## src/logic/flic_pkg.sv

```systemverilog
// Shared constants and carrier types of the four-level interrupt controller.
// Assumes a single 125 MHz clock and a 32-bit AHB-Lite register port.
package flic_pkg;

    // Request slots in fixed tie-break order; slot 7 is unused.
    localparam int unsigned NSRC = 11;
    localparam int unsigned SLOT_EXT_A = 0;
    localparam int unsigned SLOT_EXT_B = 2;
    localparam int unsigned SLOT_KEYB = 6;
    localparam int unsigned SLOT_GSR = 10;

    // Register indices; the byte address is four times the index.
    localparam logic [7:0] IDX_ENABLE_A = 8'ha8;
    localparam logic [7:0] IDX_ENABLE_B = 8'hb1;
    localparam logic [7:0] IDX_PRIO_HI_A = 8'hb7;
    localparam logic [7:0] IDX_PRIO_LO_A = 8'hb8;
    localparam logic [7:0] IDX_PRIO_HI_B = 8'hb5;
    localparam logic [7:0] IDX_PRIO_LO_B = 8'hb6;
    localparam logic [7:0] IDX_STAT = 8'hb9;

    // Field positions.
    localparam int unsigned GIE_BIT = 7;
    localparam int unsigned GSR_EN_BIT = 2;
    localparam int unsigned BRIE_BIT = 3;
    localparam int unsigned BRF_BIT = 4;

    // Machine cycle: six states of two phases each.
    localparam logic [3:0] PH_LAST = 4'hb;
    localparam logic [3:0] PH_SAMPLE = 4'h9;
    localparam logic [3:0] PH_TIMER_C = 4'h3;
    localparam logic [1:0] CALL_MC = 2'h2;

    // Vector layout.
    localparam logic [7:0] VEC_PAGE = 8'hff;
    localparam logic [15:0] VEC_BASE = 16'h0003;
    localparam int unsigned VEC_SHIFT = 3;

    // Reset values.
    localparam logic [7:0] REG_RST = 8'h00;

    typedef enum logic {
        FLIC_IDLE = 1'b0,
        FLIC_CALL = 1'b1
    } flic_call_e;

    // Request flags of the on-chip sources.
    typedef struct packed {
        logic timer_a_overflow_flag;
        logic timer_b_overflow_flag;
        logic timer_c_overflow_flag;
        logic timer_c_external_flag;
        logic serial_rx_flag;
        logic serial_tx_flag;
        logic hub_sof;
        logic usb_function;
        logic global_susp_res;
        logic usb_bus_reset;
    } flic_src_s;

    // Status from the instruction sequencer.
    typedef struct packed {
        logic last_cycle;
        logic return_from_interrupt;
    } flic_cpu_s;

    // Orders to the instruction sequencer.
    typedef struct packed {
        logic long_call;
        logic push_pc;
        logic pop_pc;
        logic [1:0] level;
        logic [23:0] vector;
    } flic_call_s;

endpackage : flic_pkg
```

## src/logic/flic_ctrl.sv

```systemverilog
// Four-level interrupt controller with an AHB-Lite register port.
// Assumes sources and sequencer run on hclk; request pins are asynchronous.
`timescale 1ns/1ps
`default_nettype none

module flic_ctrl (
    // Clock and reset.
    input wire logic hclk,
    input wire logic hresetn,
    // AHB-Lite slave.
    input wire logic hsel,
    input wire logic [31:0] haddr,
    input wire logic [1:0] htrans,
    input wire logic hwrite,
    input wire logic [2:0] hsize,
    input wire logic [31:0] hwdata,
    input wire logic hready,
    output logic hreadyout,
    output logic hresp,
    output logic [31:0] hrdata,
    // Active-low request pins.
    input wire logic ext_request_pin_a_n,
    input wire logic ext_request_pin_b_n,
    input wire logic keyboard_request_pin_n,
    // On-chip sources and sequencer.
    input wire flic_pkg::flic_src_s src,
    input wire flic_pkg::flic_cpu_s cpu,
    // Orders to the sequencer and the USB blocks.
    output flic_pkg::flic_call_s call,
    output logic usb_hw_reset,
    output logic [3:0] phase
);

    // Complete state of the controller.
    typedef struct packed {
        logic [7:0] en_a;
        logic [7:0] en_b;
        logic [7:0] prh_a;
        logic [7:0] prl_a;
        logic [7:0] prh_b;
        logic [7:0] prl_b;
        logic [3:0] ins;
        logic brf;
        logic [3:0] ph;
        logic [2:0] s0;
        logic [2:0] s1;
        logic [2:0] s2;
        logic [2:0] pin;
        logic [flic_pkg::NSRC-1:0] samp;
        logic [flic_pkg::NSRC-1:0] poll;
        logic hold;
        flic_pkg::flic_call_e cs;
        logic [1:0] mc;
        logic wr_pend;
        logic [7:0] wr_idx;
        logic [31:0] rdata;
        logic push;
        logic pop;
        logic usbrst;
        logic [1:0] lvl;
        logic [23:0] vec;
    } flic_state_s;

    flic_state_s st_r;
    flic_state_s st_nxt;

    // Priority level of one slot.
    function automatic logic [1:0] slot_level(
        input flic_state_s s,
        input int unsigned i
    );
        logic [1:0] l;
        l = 2'h0;
        if (i < 7) begin
            l = {s.prh_a[i], s.prl_a[i]};
        end else if (i > 7) begin
            l = {s.prh_b[i-8], s.prl_b[i-8]};
        end
        return l;
    endfunction : slot_level

    // Own enable of one slot; slot 10 is gated when sampled.
    function automatic logic slot_enable(
        input flic_state_s s,
        input int unsigned i
    );
        logic e;
        e = 1'b0;
        if (i < 7) begin
            e = s.en_a[i];
        end else if (i == 8 || i == 9) begin
            e = s.en_b[i-8];
        end else if (i == flic_pkg::SLOT_GSR) begin
            e = 1'b1;
        end
        return e;
    endfunction : slot_enable

    // Register read decode.
    function automatic logic [7:0] reg_read(
        input flic_state_s s,
        input logic [7:0] idx
    );
        logic [7:0] d;
        d = 8'h00;
        case (idx)
            flic_pkg::IDX_ENABLE_A: d = s.en_a;
            flic_pkg::IDX_ENABLE_B: d = s.en_b;
            flic_pkg::IDX_PRIO_HI_A: d = s.prh_a;
            flic_pkg::IDX_PRIO_LO_A: d = s.prl_a;
            flic_pkg::IDX_PRIO_HI_B: d = s.prh_b;
            flic_pkg::IDX_PRIO_LO_B: d = s.prl_b;
            flic_pkg::IDX_STAT: d = {3'h0, s.brf, s.ins};
            default: d = 8'h00;
        endcase
        return d;
    endfunction : reg_read

    // Arbitration over the polled requests.
    logic [flic_pkg::NSRC-1:0] req;
    logic found;
    logic [1:0] best_lvl;
    logic [3:0] best_idx;
    logic [2:0] cur_ext;
    logic accept;

    always_comb begin
        found = 1'b0;
        best_lvl = 2'h0;
        best_idx = 4'h0;
        for (int unsigned i = 0; i < flic_pkg::NSRC; i++) begin
            req[i] = st_r.poll[i] & slot_enable(st_r, i)
                & st_r.en_a[flic_pkg::GIE_BIT];
            if (req[i] && (!found || slot_level(st_r, i) > best_lvl)) begin
                found = 1'b1;
                best_lvl = slot_level(st_r, i);
                best_idx = 4'(i);
            end
        end
        // One above the highest level in service, zero when idle.
        if (st_r.ins[3]) begin
            cur_ext = 3'h4;
        end else if (st_r.ins[2]) begin
            cur_ext = 3'h3;
        end else if (st_r.ins[1]) begin
            cur_ext = 3'h2;
        end else if (st_r.ins[0]) begin
            cur_ext = 3'h1;
        end else begin
            cur_ext = 3'h0;
        end
        accept = found
            && ({1'b0, best_lvl} + 3'h1 > cur_ext)
            && st_r.ph == flic_pkg::PH_LAST
            && cpu.last_cycle
            && !st_r.hold
            && !cpu.return_from_interrupt
            && st_r.cs == flic_pkg::FLIC_IDLE;
    end

    // Bus address phase.
    logic addr_ok;
    logic reg_wr;
    logic prio_wr;

    assign addr_ok = hsel && htrans[1] && hready;
    assign reg_wr = st_r.wr_pend;
    assign prio_wr = reg_wr && st_r.wr_idx != flic_pkg::IDX_STAT;

    // Next-state logic.
    always_comb begin
        st_nxt = st_r;
        st_nxt.push = 1'b0;
        st_nxt.pop = 1'b0;

        // Machine cycle phase counter.
        if (st_r.ph == flic_pkg::PH_LAST) begin
            st_nxt.ph = 4'h0;
        end else begin
            st_nxt.ph = st_r.ph + 4'h1;
        end

        // Pin synchronisers; a change counts when the last two agree.
        st_nxt.s0 = {keyboard_request_pin_n, ext_request_pin_b_n,
            ext_request_pin_a_n};
        st_nxt.s1 = st_r.s0;
        st_nxt.s2 = st_r.s1;
        for (int i = 0; i < 3; i++) begin
            if (st_r.s1[i] == st_r.s2[i]) begin
                st_nxt.pin[i] = st_r.s2[i];
            end
        end

        // Register writes in the data phase.
        st_nxt.wr_pend = addr_ok && hwrite;
        if (addr_ok) begin
            st_nxt.wr_idx = haddr[9:2];
            st_nxt.rdata = {24'h0, reg_read(st_r, haddr[9:2])};
        end
        if (reg_wr) begin
            case (st_r.wr_idx)
                flic_pkg::IDX_ENABLE_A: st_nxt.en_a = hwdata[7:0];
                flic_pkg::IDX_ENABLE_B: st_nxt.en_b = hwdata[7:0];
                flic_pkg::IDX_PRIO_HI_A: st_nxt.prh_a = hwdata[7:0];
                flic_pkg::IDX_PRIO_LO_A: st_nxt.prl_a = hwdata[7:0];
                flic_pkg::IDX_PRIO_HI_B: st_nxt.prh_b = hwdata[7:0];
                flic_pkg::IDX_PRIO_LO_B: st_nxt.prl_b = hwdata[7:0];
                flic_pkg::IDX_STAT: begin
                    if (hwdata[flic_pkg::BRF_BIT]) begin
                        st_nxt.brf = 1'b0;
                    end
                end
                default: st_nxt.wr_idx = st_r.wr_idx;
            endcase
        end

        // Bus reset flag; a new reset wins over a clear.
        if (src.usb_bus_reset) begin
            st_nxt.brf = 1'b1;
        end
        st_nxt.usbrst = src.usb_bus_reset;

        // Sample flags at state five phase two.
        if (st_r.ph == flic_pkg::PH_SAMPLE) begin
            st_nxt.samp[flic_pkg::SLOT_EXT_A] = ~st_r.pin[0];
            st_nxt.samp[1] = src.timer_a_overflow_flag;
            st_nxt.samp[flic_pkg::SLOT_EXT_B] = ~st_r.pin[1];
            st_nxt.samp[3] = src.timer_b_overflow_flag;
            st_nxt.samp[4] = src.serial_rx_flag | src.serial_tx_flag;
            st_nxt.samp[5] = src.timer_c_external_flag;
            st_nxt.samp[flic_pkg::SLOT_KEYB] = ~st_r.pin[2];
            st_nxt.samp[7] = 1'b0;
            st_nxt.samp[8] = src.hub_sof;
            st_nxt.samp[9] = src.usb_function;
            st_nxt.samp[flic_pkg::SLOT_GSR] =
                (src.global_susp_res & st_r.en_b[flic_pkg::GSR_EN_BIT])
                | (st_r.brf & st_r.en_b[flic_pkg::BRIE_BIT]);
        end

        // Samples become the poll set of the next cycle; none are kept.
        if (st_r.ph == flic_pkg::PH_LAST) begin
            st_nxt.poll = st_r.samp;
        end
        // Timer c overflow is taken at state two and polled in that cycle.
        if (st_r.ph == flic_pkg::PH_TIMER_C) begin
            st_nxt.poll[5] = st_r.poll[5] | src.timer_c_overflow_flag;
        end

        // Hold off vectoring until one more instruction has finished.
        if (st_r.ph == flic_pkg::PH_LAST && cpu.last_cycle) begin
            st_nxt.hold = 1'b0;
        end
        if (prio_wr || cpu.return_from_interrupt) begin
            st_nxt.hold = 1'b1;
        end

        // Return from interrupt releases the highest level and pops in the same clock.
        if (cpu.return_from_interrupt) begin
            if (st_r.ins[3]) begin
                st_nxt.ins[3] = 1'b0;
            end else if (st_r.ins[2]) begin
                st_nxt.ins[2] = 1'b0;
            end else if (st_r.ins[1]) begin
                st_nxt.ins[1] = 1'b0;
            end else begin
                st_nxt.ins[0] = 1'b0;
            end
            st_nxt.pop = 1'b1;
        end

        // Hardware call of two machine cycles.
        case (st_r.cs)
            flic_pkg::FLIC_IDLE: begin
                if (accept) begin
                    st_nxt.cs = flic_pkg::FLIC_CALL;
                    st_nxt.mc = flic_pkg::CALL_MC;
                    st_nxt.push = 1'b1;
                    st_nxt.lvl = best_lvl;
                    st_nxt.ins[best_lvl] = 1'b1;
                    st_nxt.vec = {flic_pkg::VEC_PAGE, flic_pkg::VEC_BASE
                        + {9'h0, best_idx, 3'h0}};
                end
            end
            flic_pkg::FLIC_CALL: begin
                if (st_r.ph == flic_pkg::PH_LAST) begin
                    st_nxt.mc = st_r.mc - 2'h1;
                    if (st_r.mc == 2'h1) begin
                        st_nxt.cs = flic_pkg::FLIC_IDLE;
                    end
                end
            end
            default: st_nxt.cs = flic_pkg::FLIC_IDLE;
        endcase
    end

    // State register; reset clears enables, priorities and levels.
    always_ff @(posedge hclk or negedge hresetn) begin
        if (!hresetn) begin
            st_r <= '0;
            st_r.s0 <= 3'h7;
            st_r.s1 <= 3'h7;
            st_r.s2 <= 3'h7;
            st_r.pin <= 3'h7;
            st_r.cs <= flic_pkg::FLIC_IDLE;
        end else begin
            st_r <= st_nxt;
        end
    end

    // Outputs.
    assign hreadyout = 1'b1;
    assign hresp = 1'b0;
    assign hrdata = st_r.rdata;
    assign call.long_call = st_r.cs == flic_pkg::FLIC_CALL;
    assign call.push_pc = st_r.push;
    assign call.pop_pc = st_r.pop;
    assign call.level = st_r.lvl;
    assign call.vector = st_r.vec;
    assign usb_hw_reset = st_r.usbrst;
    assign phase = st_r.ph;

endmodule : flic_ctrl

`default_nettype wire

```

## config.mk

```make
export PLATFORM = sky130hd
export DESIGN_NAME = flic_ctrl
export DESIGN_NICKNAME = d
export VERILOG_FILES = /design/src/logic/flic_pkg.sv /design/src/logic/flic_ctrl.sv
export SDC_FILE = /design/constraint.sdc
export NUM_CORES = 1
export LEC_CHECK = 0
export BUFFER_PORTS_ARGS = -buffer_cell sky130_fd_sc_hd__buf_2
export CORE_MARGIN = 2
export CORE_UTILIZATION = 49
export DETAILED_ROUTE_END_ITERATION = 7
export PLACE_DENSITY = 0.81
export SYNTH_ARGS = -nofsm -noshare
export SYNTH_HDL_FRONTEND = slang
export SYNTH_SLANG_ARGS = --single-unit
```

## constraint.sdc

```tcl
create_clock -name hclk -period 12.61 [get_ports hclk]
set_input_delay 1.8915 -clock hclk [delete_from_list [all_inputs] [get_ports hclk]]
set_output_delay 1.8915 -clock hclk [all_outputs]
set_load 0.02 [all_outputs]
```

# Yosys cells after proc, flatten, opt, wreduce, memory -nomap -nowiden
# Index checks and enable logic that the tools add are counted.
# W data, S select, Z words.
totals:
  register_bits: 132
  wordCells: 217
op_classes:
  addsub: 4
  n_lt_le_gt_ge: 12
  muxes: 61
  bitwise: 29
  eq_ne: 25
  reduce_logical: 57
ops:
  columns: ["operator", "count"]
  rows:
  - ["$eq A8 B8 Y1 const B", 14]
  - ["$pmux W8 S7", 1]
  - ["$mux W4", 11]
  - ["$mux W40", 1]
  - ["$mux W2", 14]
  - ["$mux W1", 25]
  - ["$and A1 B1 Y1", 21]
  - ["$logic_and A1 B1 Y1", 21]
  - ["$gt A2 B2 Y1", 9]
  - ["$mux W8", 2]
  - ["$reduce_and A2 Y1", 8]
  - ["$mux W3", 4]
  - ["$logic_not A1 Y1", 11]
  - ["$logic_or A1 B1 Y1", 10]
  - ["$reduce_bool A2 Y1", 5]
  - ["$add A2 B7 Y8 const A", 1]
  - ["$eq A4 B4 Y1 const B", 2]
  - ["$ne A8 B8 Y1 const B", 1]
  - ["$reduce_or A7 Y1", 1]
  - ["$mux W6", 1]
  - ["$pmux W3 S2", 1]
  - ["$add A4 B1 Y4 const B", 1]
  - ["$eq A4 B2 Y1 const B", 1]
  - ["$ne A2 B2 Y1 const B", 2]
  - ["13 further kinds", 20]

# Logic depth before layout (Yosys ltp)
# Gate-level depths: netlist (run 1).
depth:
  word_depth: 49
  depth_mapped: 66
  mapped_depth_nobuf: 66

# Least setup slack after synthesis (run 1)
# No wires, ideal clock.
synth_path:
  path_type: "reg-to-reg"
  start: "register st_r[157] (netlist bit)"
  end: "register st_r, in the netlist call[6]"
  t_arrival_ns: 11.996
  required_ns: 12.485
  slack_ns: 0.490
  path_buffers: 0
  path_stages_with_launch: 64
  setup_time_ns: 0.125
  path_cell_list: "dfrtp_1 -> and3_1 -> and2_1 -> ha_1 -> nand2_1 -> o21ai_0 -> a21oi_1 -> a22oi_1 -> ha_1 -> nor2b_1 -> a2bb2oi_1 -> o2111a_1 -> a221oi_1 -> o21bai_1 -> ha_1 -> nor2b_1 -> a2bb2oi_1 -> o2111a_1 -> [... 28 more ...] -> nor2_1 -> o2111a_1 -> or2_2 -> a211oi_2 -> nor2_1 -> ha_1 -> nand2_1 -> o21ai_0 -> a21oi_1 -> inv_1 -> mux2_2 -> ha_1 -> ha_1 -> nor2b_1 -> o21ai_0 -> a221o_1 -> clkinv_1 -> mux2_2"
synth_via:
  elab_chain_cells: 48
  elab_cells_between_ends: 77
  classes_between: "2 x add/sub; 10 x order compare; 29 x mux; 2 x bitwise; 34 x reduce/logical"
synth_rtl:
  columns: ["item", "line", "source"]
  rows:
  - ["start: declaration", "flic_ctrl.sv:64", "flic_state_s st_r;"]
  - ["start signal: assignment", "flic_ctrl.sv:306", "st_r <= st_nxt;"]
  - ["$and A1 B1 Y1 *", "flic_ctrl.sv:132", "req[i] = st_r.poll[i] & slot_enable(st_r, i)"]
  - ["$and A1 B1 Y1 *", "flic_ctrl.sv:133", "& st_r.en_a[flic_pkg::GIE_BIT];"]
  - ["$mux W2 / $mux W1 (equally long branches)", "flic_ctrl.sv:134", "if (req[i] && (!found || slot_level(st_r, i) > best_lvl)) begin"]
  - ["$gt A2 B2 Y1 / $logic_not A1 Y1 (equally long branches)", "flic_ctrl.sv:134", null]
  - ["$logic_or A1 B1 Y1", "flic_ctrl.sv:134", null]
  - ["$logic_and A1 B1 Y1", "flic_ctrl.sv:134", null]
  - ["$mux W2 / $mux W1 (equally long branches)", "flic_ctrl.sv:134", null]
  - ["$gt A2 B2 Y1 / $logic_not A1 Y1 (equally long branches)", "flic_ctrl.sv:134", null]
  - ["[... 31 more ...]", null, null]
  - ["net best_lvl[1]", "flic_ctrl.sv:122", "logic [1:0] best_lvl;"]
  - ["[... 1 more ...]", null, null]
  - ["$gt A3 B3 Y1 *", "flic_ctrl.sv:153", "&& ({1'b0, best_lvl} + 3'h1 > cur_ext)"]
  - ["$logic_and A1 B1 Y1 *", "flic_ctrl.sv:153", null]
  - ["$logic_and A1 B1 Y1 *", "flic_ctrl.sv:154", "&& st_r.ph == flic_pkg::PH_LAST"]
  - ["$logic_and A1 B1 Y1 *", "flic_ctrl.sv:155", "&& cpu.last_cycle"]
  - ["$logic_and A1 B1 Y1 *", "flic_ctrl.sv:156", "&& !st_r.hold"]
  - ["$logic_and A1 B1 Y1 *", "flic_ctrl.sv:157", "&& !cpu.return_from_interrupt"]
  - ["$logic_and A1 B1 Y1 *", "flic_ctrl.sv:158", "&& st_r.cs == flic_pkg::FLIC_IDLE;"]
  - ["$reduce_and A2 Y1 (no source line) *", null, null]
# Mark *: on every way through the listed nets, which the timed path passes. The rest lies on a longest branch.
# A chain may end at the register's enable or synchronous reset.

# Worst setup path in the final report (run 1)
# Same ends and word-level chain as after synthesis.

==> impl_metrics.toml, run 1 <==
[min_path]
whs_endpoint = "st_nxt[101]"
min_path_type = "reg2reg"
min_path_cells = 0
hp-start = "st_nxt[104]"

[place]
place_congestion = 0.900
io_buffers = 68
dpl.hpwl_um = 10700
dp.cells = 853

[layout]
fin_cells = 898
n_antenna_cell = 0
nNetsFinal = 823
drive_above_1_share_pct = 34.9
regArea_um2 = 3020
synthToLayoutAreaGrowth_pct = 17.8
multi_input_comb_area_um2 = 3100
fillers = 1053

[timing]
setup_viol = 0
worst_pin_slew_ns = 1.15
slew_headroom_pct = 23.0
clock_skew_ns = 0.0113
report.final.slew_viol_count = 0
hold_viol_final = 0
finalCriticalPeriod_ns = 12.44
period_share_pct = 98.6
fmax_mhz = 80.4

[clock_tree]
clk_pin_slew_ns = 0.05
htree_levels = 4
cts_tree = "yes"
cts_buffer_depth = 2
cts_buffers = 17
hold_buffers = 0
clock_sinks = 120
clockRootBuffer = "clkbuf_16"
clock_latency_ns = 0.42

[pwr]
power_density_nw_per_um2 = 123
power_frac_seq_pct = 45.0
total_power_uw = 942
p_sw_uw = 237
clkPwrFrac_pct = 47.1
p_int_uw = 705
p_sw_share_pct = 25.2
ir_drop_mv = 0.0799
p_comb_share_pct = 7.9
p_leak_uw = 0.00362

[routing]
ant_nets = 0
vias = 4965
wl_per_cell_um = 17.0
drc_errors = 0
first_pass_iters = 5
drtIter0Drc = 369
viasPerCell = 5.53
routed_wirelength_um = 15300

[worst_setup_path]
ff2ff_path_depth = 63
arrival_ns = 12.74
cp_slowest_cell = "dfrtp_1"
start_kind = "flip-flop"
r2r_start = "st_r[157]"
cp.required_ns = 12.91
timing.critical_path.mode_cell = "ha_1"
crit_fanout = 6
max_stage_delay_ns = 0.41
critPathKind = "reg2reg"
end_kind = "flip-flop"
r2r_end = "call[6]"
rrSetupSlack_ns = 0.17

[die]
num_rows = 42
die_height_um = 119
die_area_um2 = 14200
die_w_um = 119
start_util_pct = 49.5
placeableCoreArea_um2 = 13100
io_pins = 157

[synth]
synthFlopType = "dfrtp_1"
yosys-top-cells-count = "dfrtp_1 (108), nand2_1 (76), buf_4 (68)"
synth_area_um2 = 6480
ys_warn_count = 0
synth_cell_type_count = 55
synth_xor_area_share_pct = 0.135
yosys.area_share.simple_pct = 12.5
synth_fa_ha_area_share_pct = 5.29
synth_top_family_by_area = "multiplexers"
synth_edf_count = 0
synthCells = 629
synth_top_area_share_pct = 41.7
synth_area_leaders = "dfrtp_1 (42%), mux2_2 (11%), buf_4 (7.9%)"
synth_top_cell_by_area = "dfrtp_1"
synth-compound-area-share_pct = 11.5
ys_seq_area_share_pct = 46.6
synth.most_common_cell = "dfrtp_1"
synth.avg_cell_area_um2 = 10.3
synthMuxAreaShare_pct = 13.8
async_flop_share_pct = 100
ys_ff_latch = 120

[grt]
grt_antenna_before_repair = 0
grt_util_all_layers_pct = 21.6
overflow = 0
grt_pass1_vias = 4888
grt_pass1_wl_um = 23900
grt_max_degree = 89

[job]
maxCapViolations = 0

[outcome]
status = "finished, final reports clean"
[layout make-up]
| cell class | instances | area share, % |
|---|---|---|
| Clock buffer | 21 | 5.77 |
| Sequential cell | 120 | 39.5 |
| Clock inverter | 11 | 1.34 |
| Inverter | 25 | 1.23 |
| Tap cell | 176 | 2.89 |
| Multi-Input combinational cell | 437 | 40.7 |
| Timing Repair Buffer | 108 | 8.57 |
[routing by layer]
metal | wire, µm | share of wire [%] | GRT usage (%)
met5 | 0 | 0 | 0
met2 | 7630 | 50 | 36.7
met3 | 959 | 6.3 | 5.60
met4 | 455 | 3.0 | 9.97
met1 | 6250 | 41 | 25.6
[kinds of logic (layout without fill, tap and decap cells)]
logic type / after synthesis / count (layout)
xor gates and xnor gates: 1 / 1
adders and majority gates: 28 / 28
muxes: 81 / 81
other: 2 / 36
and+or+nand+nor: 176 / 176
DFF: 120 / 120
buffers and inverters: 106 / 165
AOI/OAI and AO/OA: 115 / 115
[worst max-delay path by stage]
stage	cells after the start	startpoint	end	slack, ns
floorplan	63	st_r[157]	call[6]	0.49
global placement	64	st_r[157]	st_r[115]	0.08
detailed placement	63	st_r[157]	st_r[115]	-0.21
CTS	63	st_r[157]	call[5]	0.06
global route	64	st_r[74]	call[24]	-0.31
finish	63	st_r[157]	call[6]	0.17
[power by group through the flow]
stage                     logic (µW)  clock network (µW)  registers (µW)
final                           74.0                 444             424
after global routing            81.5                 466             426
after CTS                       71.5                 448             423
after detailed placement        70.5                   0             429
after global placement          67.0                   0             427
after floorplan                 54.7                   0             423
[sequential cells by signal (all words and copies together) (netlist names)]
register and count:
st_nxt 6, phase 4, call 10, usb_hw_reset 1, hrdata 8, st_r 90, reg_wr 1
[repair_timing]
action	4_1_cts	5_1_grt
pin swaps	2	23
buffers inserted	0	13
setup endpoints to repair	15	15
gates resized for setup	6	37
[through the flow]
stage	instance area [µm²]	setup TNS (ns)	utilization, %	setup slack, ns	hold WS [ns]
floorplan	6610	0	-	0.490	0.345
global placement	6810	0	52.1	0.0767	0.346
detailed placement	6810	-1.41	52.1	-0.206	0.349
CTS	7380	0	56.4	0.0550	0.357
global route	7630	-2.93	58.3	-0.306	0.359
finish	7630	0	58.3	0.173	0.354
[cell usage in the layout, fill, tap and decap left out, types with 4 or more instances in the layout]
cell | netlist | routed
nor2_1 | 39 | 36
a211oi_1 | 9 | 9
a21oi_2 | 0 | 4
nand2b_1 | 5 | 5
dfrtp_1 | 108 | 108
buf_4 | 68 | 38
mux2_2 | 64 | 63
nand3_1 | 19 | 19
dfstp_2 | 12 | 12
clkbuf_1 | 13 | 4
inv_1 | 24 | 23
o21ai_0 | 48 | 43
nor2b_1 | 11 | 10
mux2i_1 | 16 | 16
a21oi_1 | 20 | 16
o21ai_1 | 1 | 4
a21o_1 | 4 | 4
nand2_1 | 76 | 73
clkbuf_16 | 0 | 17
buf_2 | 0 | 67
ha_1 | 25 | 22
nor3_1 | 7 | 7
conb_1 | 2 | 36
[critical path: cells and delay by family (launching register included)]
family	cells	cell delay (ns)
flops	1	0.41
buf+inv	4	0.53
compound gates	29	5.30
fa+ha+maj	11	3.01
simple gates	16	2.06
mux	3	0.99
Note: power is estimated with default switching activity, not from simulation.
==> inputs of run 2 (changes only) <==
- PLACE_DENSITY: 0.81 -> 0.76
==> run 2 against run 1 <==
Utilization up 0.52 points. Sequential power about the same. Worst setup slack improved by 0.083 ns. Hold slack about the same. Global-route usage shrank 0.50 points. Fmax is 0.67% higher. Total power rose by 1.6%. Count of clock-buffer cells in the layout up 1. Critical path type unchanged. Critical endpoint unchanged. Largest cell class unchanged. Highest routed layer unchanged.
==> impl_metrics.toml, run 2 (synthesized netlist as in run 1, its figures left out) <==
[worst_setup_path]
critPathKind = "reg2reg"
max_stage_delay_ns = 0.42
start_kind = "flip-flop"
timing.critical_path.mode_cell = "ha_1"
cp.required_ns = 12.91
end_kind = "flip-flop"
arrival_ns = 12.66
crit_fanout = 6
cp_slowest_cell = "a221o_2"

[layout]
regMostFlops = "st_r"
nNetsFinal = 825
final_area_um2 = 7700
layout_commonest_cell = "dfrtp_1"
fillers = 1069
synthToLayoutAreaGrowth_pct = 18.8
drive_above_1_share_pct = 35.8
n_antenna_cell = 0
largest_reg_flops = 90
mostFrequentLayoutCells = "dfrtp_1 (108), nand2_1 (73), buf_2 (67), mux2_2 (62), o21ai_0 (44)"
fin_cells = 900

[routing]
wl_per_cell_um = 16.7
drt-met1-wl_um = 6330
ant_nets = 0
vias = 4921
met3_length_um = 926
route.met2.wl_um = 7320
drc_errors = 0
route.top_layer_used = "met4"
viasPerCell = 5.47
first_pass_iters = 7
routed_wirelength_um = 15000
drtIter0Drc = 275

[place]
placed_area_um2 = 6780
io_buffers = 68
place_congestion = 0.921
dp.cells = 849
dpl.hpwl_um = 10500

[grt]
grt_max_degree = 67
grt_pass1_vias = 4769
overflow = 0
grt_pass1_wl_um = 23400
grt_antenna_before_repair = 0
grt_util_all_layers_pct = 21.1

[pwr]
p_comb_share_pct = 7.8
p_leak_uw = 0.00365
power_frac_seq_pct = 44.3
p_sw_share_pct = 24.6
ir_drop_mv = 0.0935
clkPwrFrac_pct = 47.9
p_int_uw = 722
total_power_uw = 957
p_sw_uw = 235
power_density_nw_per_um2 = 124

[clock_tree]
cts_buffer_depth = 2
cts_buffers = 17
htree_levels = 4
clk_pin_slew_ns = 0.05
clockRootBuffer = "clkbuf_16"
cts_tree = "yes"
clock_sinks = 120
clock_latency_ns = 0.42

[timing]
report.final.slew_viol_count = 0
worst_pin_slew_ns = 1.26
finalCriticalPeriod_ns = 12.35
period_share_pct = 98.0
slew_headroom_pct = 16.0
setup_viol = 0
fmax_mhz = 80.9
hold_viol_final = 0
hold_slack_ns = 0.354
clock_skew_ns = 0.0130

[min_path]
min_path_type = "reg2reg"

[outcome]
status = "finished, final reports clean"

[die]
io_pins = 157
start_util_pct = 49.5
die_height_um = 119
num_rows = 42
die_w_um = 119
placeableCoreArea_um2 = 13100
die_area_um2 = 14200

[job]
maxCapViolations = 0
run 2: cell count changes in the layout (fill, tap and decap cells not counted), sizes merged:
cell,before,now
inv,26,25
clkinv,6,5
clkinvlp,3,4
clkbuf,21,22
buf,108,110
run 2: timing repair:
action	CTS	global route
endpoints found under the setup margin	15	15
hold buffers	0	0
buffers inserted	2	17
gates resized for setup	6	38
pin swaps	3	22
run 2: per-layer routing:
layer  vias to the layer above  global-route usage, %
met3                        39                   5.32
met2                       204                   33.6
met1                      2408                   27.3
met4                         0                   9.30
li1                       2270                      -
met5                         -                      0
run 2: layout make-up:
type | instances | area, µm² | share of cell area [%]
Multi-Input combinational cell | 437 | 3140 | 40.7
Timing Repair Buffer | 110 | 658 | 8.55
Inverter | 25 | 96.3 | 1.25
Tap cell | 176 | 220 | 2.86
Sequential cell | 120 | 3020 | 39.2
Clock inverter | 10 | 96.3 | 1.25
Clock buffer | 22 | 474 | 6.16
run 2: final timing paths:
check / cells after the start / slack (ns) / endpoint / startpoint
worst max-delay path: 62 / 0.26 / call[6] / st_r[74]
worst min-delay path: 0 / 0.35 / st_nxt[100] / st_nxt[103]
worst min register to register: 0 / 0.35 / st_nxt[100] / st_nxt[103]
max in group asynchronous: 2 / 9.84 / st_r[95] / hresetn
min in group asynchronous: 1 / 1.57 / st_r[62] / hresetn
worst max register to register: 62 / 0.26 / call[6] / st_r[74]
run 2: power groups by stage:
stage | Clock (µW) | Combinational (µW) | Sequential, µW
2_1_floorplan | 0 | 54.7 | 423
3_3_place_gp | 0 | 66.6 | 427
3_5_place_dp | 0 | 69.4 | 429
4_1_cts | 464 | 70.2 | 422
5_1_grt | 483 | 82.9 | 426
6_report | 459 | 74.6 | 424
run 2: worst max-delay path, delay by kind of cell, from the launching register on:
family	cells	cell delay, ns
AOI/OAI and AO/OA	28	5.12
adders and majority gates	11	3.03
and+or+nand+nor	16	1.96
muxes	4	1.32
DFF	1	0.41
buffers and inverters	3	0.36
run 2: metrics by stage:
stage	utilization [%]	setup TNS [ns]	setup WS, ns
2_1_floorplan	-	0	0.490
3_3_place_gp	51.8	0	0.0245
3_5_place_dp	51.8	-2.48	-0.332
4_1_cts	56.4	0	0.0412
5_1_grt	58.8	-2.58	-0.286
6_report	58.8	0	0.256
==> inputs of run 3 (changes only) <==
- CORE_UTILIZATION: 49 -> 54
- PLACE_DENSITY: 0.76 -> 0.79
- REMOVE_ABC_BUFFERS: default -> 1
- clock period: 12.61 -> 11.9 ns (I/O delays scaled with it)
==> run 3 against run 2 <==
Die area down 8.9%. First-iteration DRC count up 28%. Fmax up 2.3%. Highest routed layer unchanged. Flip-flop and latch count unchanged. Design area up 6.2%. The run now ends with negative setup slack left. Hold slack about the same. Wire length up 12%.
==> impl_metrics.toml, run 3 (synthesized netlist as in run 1, its figures left out) <==
[die]
placeableCoreArea_um2 = 11900
num_rows = 40
start_util_pct = 54.6
io_pins = 157
die_w_um = 114
die_area_um2 = 12900
die_height_um = 114

[layout]
fillers = 812
drive_above_1_share_pct = 42.0
final_area_um2 = 8170
nNetsFinal = 859
fin_cells = 906
regMostFlops = "st_r"
synthToLayoutAreaGrowth_pct = 26.1
layout_commonest_cell = "dfrtp_1"
largest_reg_flops = 90
mostFrequentLayoutCells = "dfrtp_1 (108), nand2_1 (69), buf_4 (69), buf_2 (67), mux2_2 (62)"

[pwr]
power_density_nw_per_um2 = 129
ir_drop_mv = 0.0822
p_leak_uw = 0.00390

[place]
dpl.hpwl_um = 10800
place_congestion = 0.909
placed_area_um2 = 6920
io_buffers = 68
dp.cells = 842
pre_cts_slack_ns = -0.702

[clock_tree]
clockRootBuffer = "clkbuf_16"
cts_tree = "yes"
cts_buffers = 17
clk_pin_slew_ns = 0.06
htree_levels = 4
hold_buffers = 0
clock_latency_ns = 0.43
cts_buffer_depth = 2
clock_sinks = 120

[worst_setup_path]
timing.critical_path.mode_cell = "ha_4"
end_kind = "flip-flop"
cp.required_ns = 12.24
start_kind = "flip-flop"
crit_fanout = 5
critPathKind = "reg2reg"
max_stage_delay_ns = 0.42
cp_slowest_cell = "a221o_2"
arrival_ns = 12.41

[routing]
ant_nets = 0
first_pass_iters = 6
drc_errors = 0
wl_per_cell_um = 18.6
vias = 5194
viasPerCell = 5.73
drtIter0Drc = 353
routed_wirelength_um = 16900

[timing]
report.final.slew_viol_count = 0
rsz0062_at_grt = "yes"
period_share_pct = 101
finalCriticalPeriod_ns = 12.08
layout_setup_ws_ns = -0.175
hold_viol_final = 0
slew_headroom_pct = 28.5
setup_viol = 12
hold_slack_ns = 0.354
fmax_mhz = 82.8
worst_pin_slew_ns = 1.06
clock_skew_ns = 0.00817

[grt]
grt_antenna_before_repair = 1
grt_pass1_vias = 5148
overflow = 0
grt_max_degree = 73
grt_pass1_wl_um = 25200
grt_util_all_layers_pct = 25.8

[outcome]
status = "finished with violations"
violations = "negative setup slack"

[min_path]
min_path_type = "reg2reg"

[job]
maxCapViolations = 0
## run 3: final cells by class
| type | count | area [µm²] | area share (%) |
|---|---|---|---|
| flip-flops and latches | 120 | 3020 | 36.9 |
| well taps | 147 | 184 | 2.25 |
| clock buffers | 18 | 429 | 5.25 |
| inverters | 25 | 95.1 | 1.16 |
| diodes | 1 | 2.50 | 0.0306 |
| repair buffers | 144 | 943 | 11.5 |
| multi-input cells | 437 | 3330 | 40.7 |
| clock inverters | 14 | 175 | 2.14 |
## run 3: path summary, 6_finish.rpt
check / startpoint / cells past startpoint / slack, ns / endpoint
worst max-delay path: st_r[164] / 64 / -0.18 / call[24]
worst min-delay path: st_nxt[104] / 0 / 0.35 / st_nxt[101]
worst max register to register: st_r[164] / 64 / -0.18 / call[24]
worst min register to register: st_nxt[104] / 0 / 0.35 / st_nxt[101]
max in group asynchronous: hresetn / 2 / 9.17 / call[3]
min in group asynchronous: hresetn / 1 / 1.37 / st_r[75]
## run 3: power breakdown
part / internal [µW] / total, µW / switching [µW]
Combinational: 35.2 / 86.1 / 50.9
Sequential: 430 / 449 / 18.5
Clock: 330 / 522 / 192
Total: 795 / 1060 / 261
## run 3: what timing repair did
item	CTS	global route
buffers inserted	21	11
pin swaps	19	47
hold endpoints to repair	0	0
gates resized for setup	26	63
endpoints found under the setup margin	15	15
## run 3: stage by stage
stage	power, µW	setup TNS [ns]	utilization (%)
2_1_floorplan	494	-4.32	-
3_5_place_dp	530	-9.19	58.4
6_report	1060	-0.954	68.9
4_1_cts	1050	0	66.0
3_3_place_gp	524	-3.16	58.4
5_1_grt	1090	-5.78	68.9
## run 3: metal layers
metal | up-vias | share of wire (%) | track usage, %
li1 | 2337 | - | -
met1 | 2594 | 40 | 29.5
met2 | 216 | 51 | 43.6
met3 | 47 | 6.0 | 8.50
met4 | 0 | 2.9 | 12.6
met5 | - | 0 | 0
## run 3: worst max-delay path, delay by kind of cell (launching register included)
family	cells	cell delay (ns)
AOI/OAI and AO/OA	30	5.19
muxes	3	1.01
DFF	1	0.40
adders and majority gates	11	3.03
and+or+nand+nor	17	2.01
buffers and inverters	3	0.35
